===== src/encslv_pkg.sv =====
// Shared constants, enumerations and carrier structs for the encoder fieldbus slave.
package encslv_pkg;

  // Node address limits and the reserved switch code that selects the stored address.
  localparam logic [6:0] NODE_MAX = 7'h7D;
  localparam logic [6:0] NODE_USE_STORED = 7'h7E;
  localparam logic [6:0] STORED_DEFAULT = 7'h7D;

  // Position of the operating byte inside the parameter frame, and its bit layout.
  localparam logic [5:0] PRM_OP_BYTE = 6'h0A;
  localparam int OP_CODE_SEQ = 0;
  localparam int OP_CLASS2 = 1;
  localparam int OP_DIAG_LONG = 6;
  localparam int OP_EXCH_VEL = 7;
  localparam logic [7:0] OP_RESET = 8'h00;

  // Reply lengths in bytes.
  localparam logic [5:0] DIAG_SHORT_LEN = 6'h10;
  localparam logic [5:0] DIAG_LONG_LEN = 6'h3F;
  localparam logic [5:0] WORD_BYTES = 6'h04;
  localparam logic [5:0] POS_VEL_BYTES = 6'h08;
  localparam logic [5:0] IDX_MAX = 6'h3F;

  // Preset control bit of the cyclic output word.
  localparam int PRESET_BIT = 31;

  // Register byte offsets on the local register port.
  localparam logic [7:0] REG_STATUS = 8'h00;
  localparam logic [7:0] REG_POSITION = 8'h04;
  localparam logic [7:0] REG_SPEED = 8'h08;
  localparam logic [7:0] REG_STORED_ADDR = 8'h0C;
  localparam logic [7:0] REG_CFG_LEN = 8'h10;

  // Kind of telegram delivered by the link layer.
  typedef enum logic [2:0] {
    KIND_PRM = 3'b000,
    KIND_CFG = 3'b001,
    KIND_DXCH = 3'b010,
    KIND_DIAG = 3'b011,
    KIND_SETADR = 3'b100
  } tlg_kind_t;

  // Operating mode of the slave.
  typedef enum logic [1:0] {
    MODE_PRM = 2'b00,
    MODE_CFG = 2'b01,
    MODE_DXCH = 2'b10
  } mode_t;

  // Reply currently being sent.
  typedef enum logic [1:0] {
    RPL_NONE = 2'b00,
    RPL_DIAG = 2'b01,
    RPL_DATA = 2'b10
  } rpl_kind_t;

  // One received telegram byte with its framing.
  typedef struct packed {
    logic valid;
    logic first;
    logic last;
    tlg_kind_t kind;
    logic class2;
    logic [7:0] data;
  } tlg_t;

  // One reply byte towards the link layer.
  typedef struct packed {
    logic valid;
    logic last;
    logic [7:0] data;
  } rpl_t;

  // Status register layout, 32 bits.
  typedef struct packed {
    logic [6:0] spare;
    logic [7:0] op_byte;
    logic [6:0] node_addr;
    logic switch_bad;
    logic from_store;
    logic overrun;
    logic cfg_err;
    logic prm_err;
    logic diag_pending;
    logic busy;
    mode_t mode;
    logic vel_on;
  } status_t;

endpackage


===== src/encslv_core.sv =====
// Slave-side command interpreter of a fieldbus rotary encoder.
//
// The implementer's own choices: the strobed register port and the register offsets.
`timescale 1ns/1ps
`default_nettype none
// How it works
// - Diagnostic reply is short or long.
// - Cyclic reply: position word, then optional speed.
// - Top bit set loads remaining bits as position.
// - Address change only from class 2 master.
// - Switch code 126 selects stored address.
// - Stored address defaults to 125.
// - Switch 0 to 125 is the node address.
// - Switches sampled once at power-up.
// - Stored address changes only via address service.
// - Parameters by parameter telegram, preset by exchange.
// - After power-on, wait in parameter mode.
// - Configuration telegram fixes cyclic byte counts.
// - Normal mode: preset in, position/velocity out.
// - Diagnostics after power-on and on request.
// - Parameter byte ten holds the operating bits.
// - Class 1: position, direction, preset.
// - Class 2 adds selectable diagnostic length.
// - Velocity class adds velocity transmission.
// - Diagnostic bit 0 short, 1 long.
// - Exchange bit 0 position, 1 position plus velocity.
// - Code sequence picks counting direction.
// - Class 2 bit 0 means class 1 operation.
module encslv_core
  import encslv_pkg::*;
(
  input wire logic CLK_SYS,
  input wire logic ARST_N,
  input wire logic [6:0] ADDR_SWITCH,
  input wire logic ENC_STEP,
  input wire logic ENC_CW,
  input wire tlg_t TLG,
  output rpl_t RPL,
  input wire logic RPL_READY,
  output logic [6:0] NODE_ADDR,
  output logic NODE_ADDR_VALID,
  input wire logic [7:0] REG_ADDR,
  input wire logic [31:0] REG_WDATA,
  input wire logic REG_WR,
  input wire logic REG_RD,
  output logic [31:0] REG_RDATA
);

  // Pick one byte, most significant first, out of a 32-bit word.
  function automatic logic [7:0] word_byte(input logic [31:0] w, input logic [1:0] sel);
    logic [7:0] b;
    b = 8'h00;
    unique case (sel)
      2'b00: b = w[31:24];
      2'b01: b = w[23:16];
      2'b10: b = w[15:8];
      2'b11: b = w[7:0];
    endcase
    return b;
  endfunction

  // Operating mode and committed parameter byte.
  mode_t mode;
  logic [7:0] op_byte;
  logic [7:0] op_pending;      // Byte ten captured while the frame is still arriving.
  logic op_seen;               // The running parameter frame has reached byte ten.
  logic prm_err;               // Last parameter frame was too short.
  logic cfg_err;               // Last configuration did not match the exchange type.
  logic [5:0] cfg_len;         // Input byte count fixed by the configuration.

  // Address state.
  logic [6:0] stored_addr;     // Survives only as long as this flop; no real non-volatile store here.
  logic sw_taken;
  logic from_store;
  logic switch_bad;

  // Receive framing.
  tlg_kind_t rx_kind;
  logic [5:0] rx_cnt;
  logic [23:0] out_shift;      // First three bytes of the cyclic output word.

  // Position and speed.
  logic [31:0] position;
  logic [31:0] speed;
  logic preset_armed;          // Cleared after a preset, set again once the top bit drops.

  // Reply engine.
  rpl_kind_t rpl_kind;
  logic [5:0] rpl_idx;
  logic [5:0] rpl_len;
  logic [31:0] pos_snap;
  logic [31:0] spd_snap;
  logic rpl_valid;
  logic rpl_last;
  logic [7:0] rpl_data;
  logic diag_pending;
  logic overrun;

  // Effective class and options; class 1 forces short diagnostics and position only.
  wire class2_on = op_byte[OP_CLASS2];
  wire diag_long = class2_on & op_byte[OP_DIAG_LONG];
  wire vel_on = class2_on & op_byte[OP_EXCH_VEL];
  wire code_ccw = op_byte[OP_CODE_SEQ];

  // Current byte index and frame events.
  wire [5:0] cur_idx = TLG.first ? 6'h00 : rx_cnt;
  wire tlg_kind_t cur_kind = TLG.first ? TLG.kind : rx_kind;
  wire frame_end = TLG.valid & TLG.last;
  wire prm_end = frame_end & (cur_kind == KIND_PRM);
  wire cfg_end = frame_end & (cur_kind == KIND_CFG);
  wire dx_end = frame_end & (cur_kind == KIND_DXCH);
  wire diag_req = frame_end & (cur_kind == KIND_DIAG);
  wire adr_end = frame_end & (cur_kind == KIND_SETADR);
  wire op_here = TLG.valid & (cur_kind == KIND_PRM) & (cur_idx == PRM_OP_BYTE);

  // Parameter frame: the operating byte is byte ten; bytes below are network bytes.
  wire prm_ok = op_here | op_seen;
  wire [7:0] prm_value = op_here ? TLG.data : op_pending;

  // Configuration: only the length matching the exchange type is accepted.
  wire [5:0] cfg_want = vel_on ? POS_VEL_BYTES : WORD_BYTES;
  wire cfg_ok = (cfg_end && cur_idx == 6'h00) ? (TLG.data[5:0] == cfg_want) : 1'b0;

  // Cyclic output word, complete only when exactly four bytes arrived.
  wire [31:0] dx_word = {out_shift, TLG.data};
  wire dx_full = dx_end & (cur_idx == WORD_BYTES - 6'h01) & (mode == MODE_DXCH);
  wire preset_hit = dx_full & dx_word[PRESET_BIT] & preset_armed;
  wire preset_drop = dx_full & ~dx_word[PRESET_BIT];

  // Address service: class 2 master only, one byte, in range.
  wire adr_ok = adr_end & TLG.class2 & (cur_idx == 6'h00) & (TLG.data[6:0] <= NODE_MAX);

  // Reply start requests; data wins over a waiting diagnostic.
  wire rpl_busy = (rpl_kind != RPL_NONE);
  wire start_data = dx_full & ~rpl_busy;
  wire start_diag = (diag_pending | diag_req) & ~rpl_busy & ~dx_full;
  wire lost_req = (dx_full | diag_req) & rpl_busy;
  wire rpl_take = rpl_valid & RPL_READY;
  wire rpl_done = rpl_take & (rpl_idx == rpl_len - 6'h01);
  wire [5:0] rpl_next_idx = rpl_idx + 6'h01;

  // Diagnostic header bytes; bytes four to seven carry the position, the rest read as zero.
  wire status_t status = '{
    spare: 7'h00, op_byte: op_byte, node_addr: NODE_ADDR, switch_bad: switch_bad,
    from_store: from_store, overrun: overrun, cfg_err: cfg_err, prm_err: prm_err,
    diag_pending: diag_pending, busy: rpl_busy, mode: mode, vel_on: vel_on};

  // Reply byte selection for a given kind and index.
  function automatic logic [7:0] reply_byte(input rpl_kind_t k, input logic [5:0] i,
                                            input logic [31:0] p, input logic [31:0] s,
                                            input logic [31:0] st);
    logic [7:0] b;
    b = 8'h00;
    if (k == RPL_DATA) begin
      b = (i < WORD_BYTES) ? word_byte(p, i[1:0]) : word_byte(s, i[1:0]);
    end else if (i < WORD_BYTES) begin
      b = word_byte(st, i[1:0]);
    end else if (i < POS_VEL_BYTES) begin
      b = word_byte(p, i[1:0]);
    end
    return b;
  endfunction

  wire [31:0] status_word = status;
  wire [31:0] pos_now = preset_hit ? {1'b0, dx_word[30:0]} : position;
  wire [5:0] data_len = (vel_on && cfg_len == POS_VEL_BYTES) ? POS_VEL_BYTES : WORD_BYTES;
  wire [5:0] diag_len = diag_long ? DIAG_LONG_LEN : DIAG_SHORT_LEN;
  wire [7:0] first_data = reply_byte(RPL_DATA, 6'h00, pos_now, speed, status_word);
  wire [7:0] first_diag = reply_byte(RPL_DIAG, 6'h00, position, speed, status_word);
  wire [7:0] next_byte = reply_byte(rpl_kind, rpl_next_idx, pos_snap, spd_snap, status_word);

  // Position counting direction: code sequence 0 counts up clockwise.
  wire count_up = ENC_CW ^ code_ccw;

  // Register read multiplexer; unmapped offsets read as zero.
  wire [31:0] next_rdata =
    (REG_ADDR == REG_STATUS) ? status_word :
    (REG_ADDR == REG_POSITION) ? position :
    (REG_ADDR == REG_SPEED) ? speed :
    (REG_ADDR == REG_STORED_ADDR) ? {25'h0000000, stored_addr} :
    (REG_ADDR == REG_CFG_LEN) ? {26'h0000000, cfg_len} : 32'h00000000;
  wire status_read = REG_RD & (REG_ADDR == REG_STATUS);

  // Node address is chosen once, on the first edge after reset release.
  always_ff @(posedge CLK_SYS or negedge ARST_N) begin
    if (!ARST_N) begin
      sw_taken <= 1'b0;
      NODE_ADDR <= 7'h00;
      from_store <= 1'b0;
      switch_bad <= 1'b0;
    end else if (!sw_taken) begin
      sw_taken <= 1'b1;
      if (ADDR_SWITCH <= NODE_MAX) begin
        NODE_ADDR <= ADDR_SWITCH;
      end else if (ADDR_SWITCH == NODE_USE_STORED) begin
        NODE_ADDR <= stored_addr;
        from_store <= 1'b1;
      end else begin
        // Code 127 is not a valid node; fall back to the top legal address and flag it.
        NODE_ADDR <= NODE_MAX;
        switch_bad <= 1'b1;
      end
    end
  end
  assign NODE_ADDR_VALID = sw_taken;

  // Stored address: only the address service writes it, never the switches.
  always_ff @(posedge CLK_SYS or negedge ARST_N) begin
    if (!ARST_N) begin
      stored_addr <= STORED_DEFAULT;
    end else if (adr_ok) begin
      stored_addr <= TLG.data[6:0];
    end
  end

  // Receive framing: byte counter, kind and partial output word.
  always_ff @(posedge CLK_SYS or negedge ARST_N) begin
    if (!ARST_N) begin
      rx_cnt <= 6'h00;
      rx_kind <= KIND_PRM;
      out_shift <= 24'h000000;
    end else if (TLG.valid) begin
      rx_kind <= cur_kind;
      rx_cnt <= (cur_idx == IDX_MAX) ? IDX_MAX : cur_idx + 6'h01;
      if (cur_kind == KIND_DXCH && cur_idx < WORD_BYTES) begin
        out_shift <= {out_shift[15:0], TLG.data};
      end
    end
  end

  // Mode sequencer: parameters, then configuration, then cyclic exchange.
  always_ff @(posedge CLK_SYS or negedge ARST_N) begin
    if (!ARST_N) begin
      mode <= MODE_PRM;
      op_byte <= OP_RESET;
      op_pending <= OP_RESET;
      op_seen <= 1'b0;
      prm_err <= 1'b0;
      cfg_err <= 1'b0;
      cfg_len <= WORD_BYTES;
    end else begin
      // A new parameter frame forgets any earlier partial capture.
      if (TLG.valid && TLG.first) begin
        op_seen <= 1'b0;
      end
      if (op_here && !frame_end) begin
        op_pending <= TLG.data;
        op_seen <= 1'b1;
      end
      if (prm_end) begin
        // A short frame leaves the old parameters and keeps waiting for a good one.
        if (prm_ok) begin
          op_byte <= prm_value;
          mode <= MODE_CFG;
          prm_err <= 1'b0;
        end else begin
          mode <= MODE_PRM;
          prm_err <= 1'b1;
        end
      end else if (cfg_end && mode != MODE_PRM) begin
        if (cfg_ok) begin
          cfg_len <= TLG.data[5:0];
          mode <= MODE_DXCH;
          cfg_err <= 1'b0;
        end else begin
          mode <= MODE_CFG;
          cfg_err <= 1'b1;
        end
      end
    end
  end

  // Position counter; a preset wins over a count step in the same cycle.
  always_ff @(posedge CLK_SYS or negedge ARST_N) begin
    if (!ARST_N) begin
      position <= 32'h00000000;
      preset_armed <= 1'b1;
    end else begin
      if (preset_hit) begin
        position <= {1'b0, dx_word[30:0]};
        preset_armed <= 1'b0;
      end else if (ENC_STEP) begin
        position <= count_up ? position + 32'h00000001 : position - 32'h00000001;
      end
      // Holding the top bit set does not reload again; only a word with the top bit clear re-arms.
      if (preset_drop) begin
        preset_armed <= 1'b1;
      end
    end
  end

  // Speed word is supplied by local software over the register port.
  always_ff @(posedge CLK_SYS or negedge ARST_N) begin
    if (!ARST_N) begin
      speed <= 32'h00000000;
    end else if (REG_WR && REG_ADDR == REG_SPEED) begin
      speed <= REG_WDATA;
    end
  end

  // Sticky flags: a new event in the clearing cycle wins.
  always_ff @(posedge CLK_SYS or negedge ARST_N) begin
    if (!ARST_N) begin
      diag_pending <= 1'b1;
      overrun <= 1'b0;
    end else begin
      if (diag_req && rpl_busy) begin
        diag_pending <= 1'b1;
      end else if (start_diag) begin
        diag_pending <= 1'b0;
      end
      if (lost_req) begin
        overrun <= 1'b1;
      end else if (status_read) begin
        overrun <= 1'b0;
      end
    end
  end

  // Reply engine: one byte per accepted handshake, snapshots frozen at the start.
  always_ff @(posedge CLK_SYS or negedge ARST_N) begin
    if (!ARST_N) begin
      rpl_kind <= RPL_NONE;
      rpl_idx <= 6'h00;
      rpl_len <= WORD_BYTES;
      pos_snap <= 32'h00000000;
      spd_snap <= 32'h00000000;
      rpl_valid <= 1'b0;
      rpl_last <= 1'b0;
      rpl_data <= 8'h00;
    end else if (start_data) begin
      rpl_kind <= RPL_DATA;
      rpl_idx <= 6'h00;
      rpl_len <= data_len;
      pos_snap <= pos_now;
      spd_snap <= speed;
      rpl_valid <= 1'b1;
      rpl_last <= 1'b0;
      rpl_data <= first_data;
    end else if (start_diag) begin
      rpl_kind <= RPL_DIAG;
      rpl_idx <= 6'h00;
      rpl_len <= diag_len;
      pos_snap <= position;
      spd_snap <= speed;
      rpl_valid <= 1'b1;
      rpl_last <= 1'b0;
      rpl_data <= first_diag;
    end else if (rpl_done) begin
      rpl_kind <= RPL_NONE;
      rpl_valid <= 1'b0;
      rpl_last <= 1'b0;
    end else if (rpl_take) begin
      rpl_idx <= rpl_next_idx;
      rpl_data <= next_byte;
      rpl_last <= (rpl_next_idx == rpl_len - 6'h01);
    end
  end

  assign RPL = '{valid: rpl_valid, last: rpl_last, data: rpl_data};

  // Register read data, valid in the cycle after the read strobe only.
  always_ff @(posedge CLK_SYS or negedge ARST_N) begin
    if (!ARST_N) begin
      REG_RDATA <= 32'h00000000;
    end else if (REG_RD) begin
      REG_RDATA <= next_rdata;
    end else begin
      REG_RDATA <= 32'h00000000;
    end
  end

endmodule
`default_nettype wire


===== config.mk =====
export PLATFORM = sky130hd
export DESIGN_NAME = encslv_core
export DESIGN_NICKNAME = d
export VERILOG_FILES = /design/src/encslv_pkg.sv /design/src/encslv_core.sv
export SDC_FILE = /design/constraint.sdc
export NUM_CORES = 1
export LEC_CHECK = 0
export BUFFER_PORTS_ARGS = -buffer_cell sky130_fd_sc_hd__buf_2
export CORE_AREA = 2 2 204 206
export CTS_BUF_LIST = sky130_fd_sc_hd__clkbuf_16
export CTS_CLUSTER_DIAMETER = 80
export CTS_CLUSTER_SIZE = 14
export DETAILED_ROUTE_END_ITERATION = 8
export DIE_AREA = 0 0 206 208
export SYNTH_ARGS = -nofsm -noshare
export SYNTH_HDL_FRONTEND = slang
export SYNTH_SLANG_ARGS = --single-unit

===== constraint.sdc =====
create_clock -name CLK_SYS -period 4 [get_ports CLK_SYS]
set_clock_uncertainty 0.15 [all_clocks]
set_input_delay 0.8 -clock CLK_SYS [delete_from_list [all_inputs] [get_ports CLK_SYS]]
set_output_delay 0.8 -clock CLK_SYS [all_outputs]
set_load 0.1 [all_outputs]

==> run_results.csv <==
group,metric,value,unit
logic_synthesis,ys.flop_type,"dfrtp_1",
finish,nets,1671,
grt,grt_max_degree,106,
grt,grt-ovfl-total,0,
placement,placement.io_buffers,118,
drt,wl_per_cell,22.3,um
timing,setup_viol,0,
critical_path,required,4.31,ns
timing,grt_setup_unrepaired,"false",
critical_path,r2r-end,"position[26]",
clock_network,numCtsBuffers,24,
critical_path,reg2reg_slack,0.90,ns
power_and_ir_drop,powerDensity,587,nW/um^2
floorplan,die_x,206,um
finish,instances_no_fill,2137,
logic_synthesis,synthesis.nets,1605,
drt,num_vias,12300,
grt,grt_pass1_wl,72.8,mm
finish,area_growth,13.6,%
logic_synthesis,yosys_warnings,0,
clock_network,cts_tree,"done",
floorplan,dieArea,42800,um^2
critical_path,reg2reg_depth,10,
drt,routed_wl,47.6,mm
power_and_ir_drop,power.leakage,7.28,nW
logic_synthesis,synth_edf_count,0,
timing,worst_slew_pin_slew,0.900,ns
clock_network,cts_resized,0,
clock_network,cts-htree-levels,1,
clock_network,path_clk_slew,0.07,ns
floorplan,die_y,208,um
timing,slew_headroom,0.399,
timing,worst_slack,0.823,ns
grt,grt_usage,0.222,
critical_path,reg2reg_from,"op_byte[0]",
logic_synthesis,syn_inst,1527,
critical_path,start_kind,"primary input",
critical_path,crit_type,"primary input to register",
placement,placed_cells,2099,
grt,first_global_vias,11800,
placement,finalWeightedCongestion,0.911,
drt,final_antenna_net_count,0,
drt,drc,0,
power_and_ir_drop,vdd_drop_max,0.272,mV
timing,final_hold_viol_count,0,
finish,layout_commonest_cell,"nand2_1",
finish,drive_gt1_frac,0.190,
clock_network,root_buffer,"clkbuf_16",
logic_synthesis,yosys_register_bits,262,
floorplan,core_region_area,40600,um^2
floorplan,initial_core_util,0.346,
drt,viasPerCell,5.75,
timing,setup-tns-final,0,ns
timing,drv_slew,0,
finish,layout_common_cells,"nand2_1 (254), dfrtp_1 (252), nor2_1 (137), buf_2 (117), a21oi_1 (105)",
job,cap_violations,0,
logic_synthesis,syn_area,14000,um^2
critical_path,worst_setup_path_end_kind,"register",
floorplan,row_count,74,
grt,antenna_found_initial,2,
timing,whs,0.0807,ns
clock_network,post_cts_buffers,0,
clock_network,clockBufferDepth,3,
run_status,outcome,"finished clean",
clock_network,clock_latency,0.54,ns
logic_synthesis,ys_seq_area_frac,0.468,
drt,first_pass_iters,9,
timing,post-route-min-period,3.18,ns
drt,drt_first_iter_violations,1567,
finish,post-route-util,0.393,
critical_path,cp_max_fo,21,
timing,fin_crit_sh,0.794,
placement,place_hpwl,34.2,mm
logic_synthesis,ys_types,74,
critical_path,cp.arrival,3.48,ns
clock_network,hold_buffers,0,
worst_hold_path,hold_class,"primary input to async pin",
logic_synthesis,async_reset_ff_frac,1.00,
clock_network,clock-sinks,262,
floorplan,num_io_pins,119,
placement,pre_cts_ws,0.314,ns
timing,max_freq,315,MHz
logic_synthesis,syn_avg_cell_area,9.20,um^2
==> power by group <==
| group | total, mW | internal (mW) | switching, mW |
|---|---|---|---|
| combinational | 2.93 | 1.07 | 1.86 |
| clock | 2.24 | 1.19 | 1.05 |
| sequential | 4.19 | 3.21 | 0.986 |
| total | 9.36 | 5.47 | 3.89 |
==> area by class of cell <==
class,count,area (um^2)
fill,4046,24600
antenna,1,2.50
tap,532,666
inverter,27,101
clock buffer,25,626
multi-input combinational,1120,6930
timing repair buffer,158,963
sequential,262,6570
clock inverter,12,92.6
==> logic make-up (layout without fill, tap and decap cells) <==
kind of cell | after synthesis | in the layout | synth area share
xor+xnor | 47 | 47 | 0.0293
other cells | 1 | 2 | 0.000267
mux | 134 | 134 | 0.102
buf+inv | 145 | 222 | 0.0420
flops | 262 | 262 | 0.468
compound gates | 333 | 333 | 0.155
simple gates | 595 | 595 | 0.194
fa+ha+maj | 10 | 10 | 0.00873
==> cells in the mapped netlist (8+ instances only) <==
master | number | area [um^2]
nand2_1 | 254 | 953
dfrtp_1 | 252 | 6310
nor2_1 | 138 | 518
a21oi_1 | 105 | 526
clkbuf_1 | 79 | 297
mux2_2 | 77 | 867
o21ai_0 | 60 | 300
mux2i_1 | 56 | 561
nor3_1 | 43 | 215
inv_1 | 26 | 97.6
nor4_1 | 25 | 156
xnor2_1 | 25 | 219
a222oi_1 | 23 | 230
a31oi_1 | 22 | 138
nand3_1 | 22 | 110
nand4_1 | 22 | 138
xor2_1 | 22 | 193
buf_2 | 21 | 105
or3_1 | 14 | 87.6
a22oi_1 | 13 | 97.6
buf_1 | 13 | 48.8
a211oi_1 | 12 | 90.1
or4_1 | 12 | 90.1
and3_1 | 11 | 68.8
dfstp_2 | 10 | 263
nand2b_1 | 10 | 62.6
or2_2 | 10 | 62.6
a221oi_1 | 9 | 78.8
ha_1 | 9 | 113
o22ai_1 | 9 | 56.3
o31ai_1 | 8 | 60.1
==> through the flow <==
stage                     area (um^2)  power, mW
after floorplan                 14000       6.01
after global placement          15200       7.05
after detailed placement        15200       7.10
after CTS                       16000       9.35
after global routing            16000       9.83
final                           16000       9.36
==> state kept, by name, indices dropped and copies added (netlist names), 24 cells and up <==
register / flops
spd_snap: 32
REG_RDATA: 32
out_shift: 24
speed: 32
pos_snap: 32
position: 32
==> critical path, stage by stage <==
cell and delay, ns:
buf_2 0.32, mux2_2 0.43, or2_0 0.38, or4_1 0.88
nor2_2 0.19, buf_4 0.21, nand2_1 0.08, a31oi_1 0.17
==> metal layers <==
layer,vias up,track usage,wire length [um]
met3,93,0.0305,3290
li1,5599,-,-
met2,492,0.346,21800
met1,6104,0.312,20800
met4,0,0.0828,1710
met5,-,0,0
==> worst max path at each step <==
| stage | start | endpoint | cells after the start |
|---|---|---|---|
| 4_1_cts | TLG[13] | pos_snap[10] | 8 |
| 5_1_grt | rpl_idx[1] | rpl_data[7] | 8 |
| 3_5_place_dp | TLG[13] | position[21] | 8 |
| 6_report | TLG[13] | pos_snap[10] | 8 |
| 3_3_place_gp | TLG[13] | position[21] | 8 |
| 2_1_floorplan | ENC_CW | position[22] | 13 |
Power figures use the tool's default switching activity.
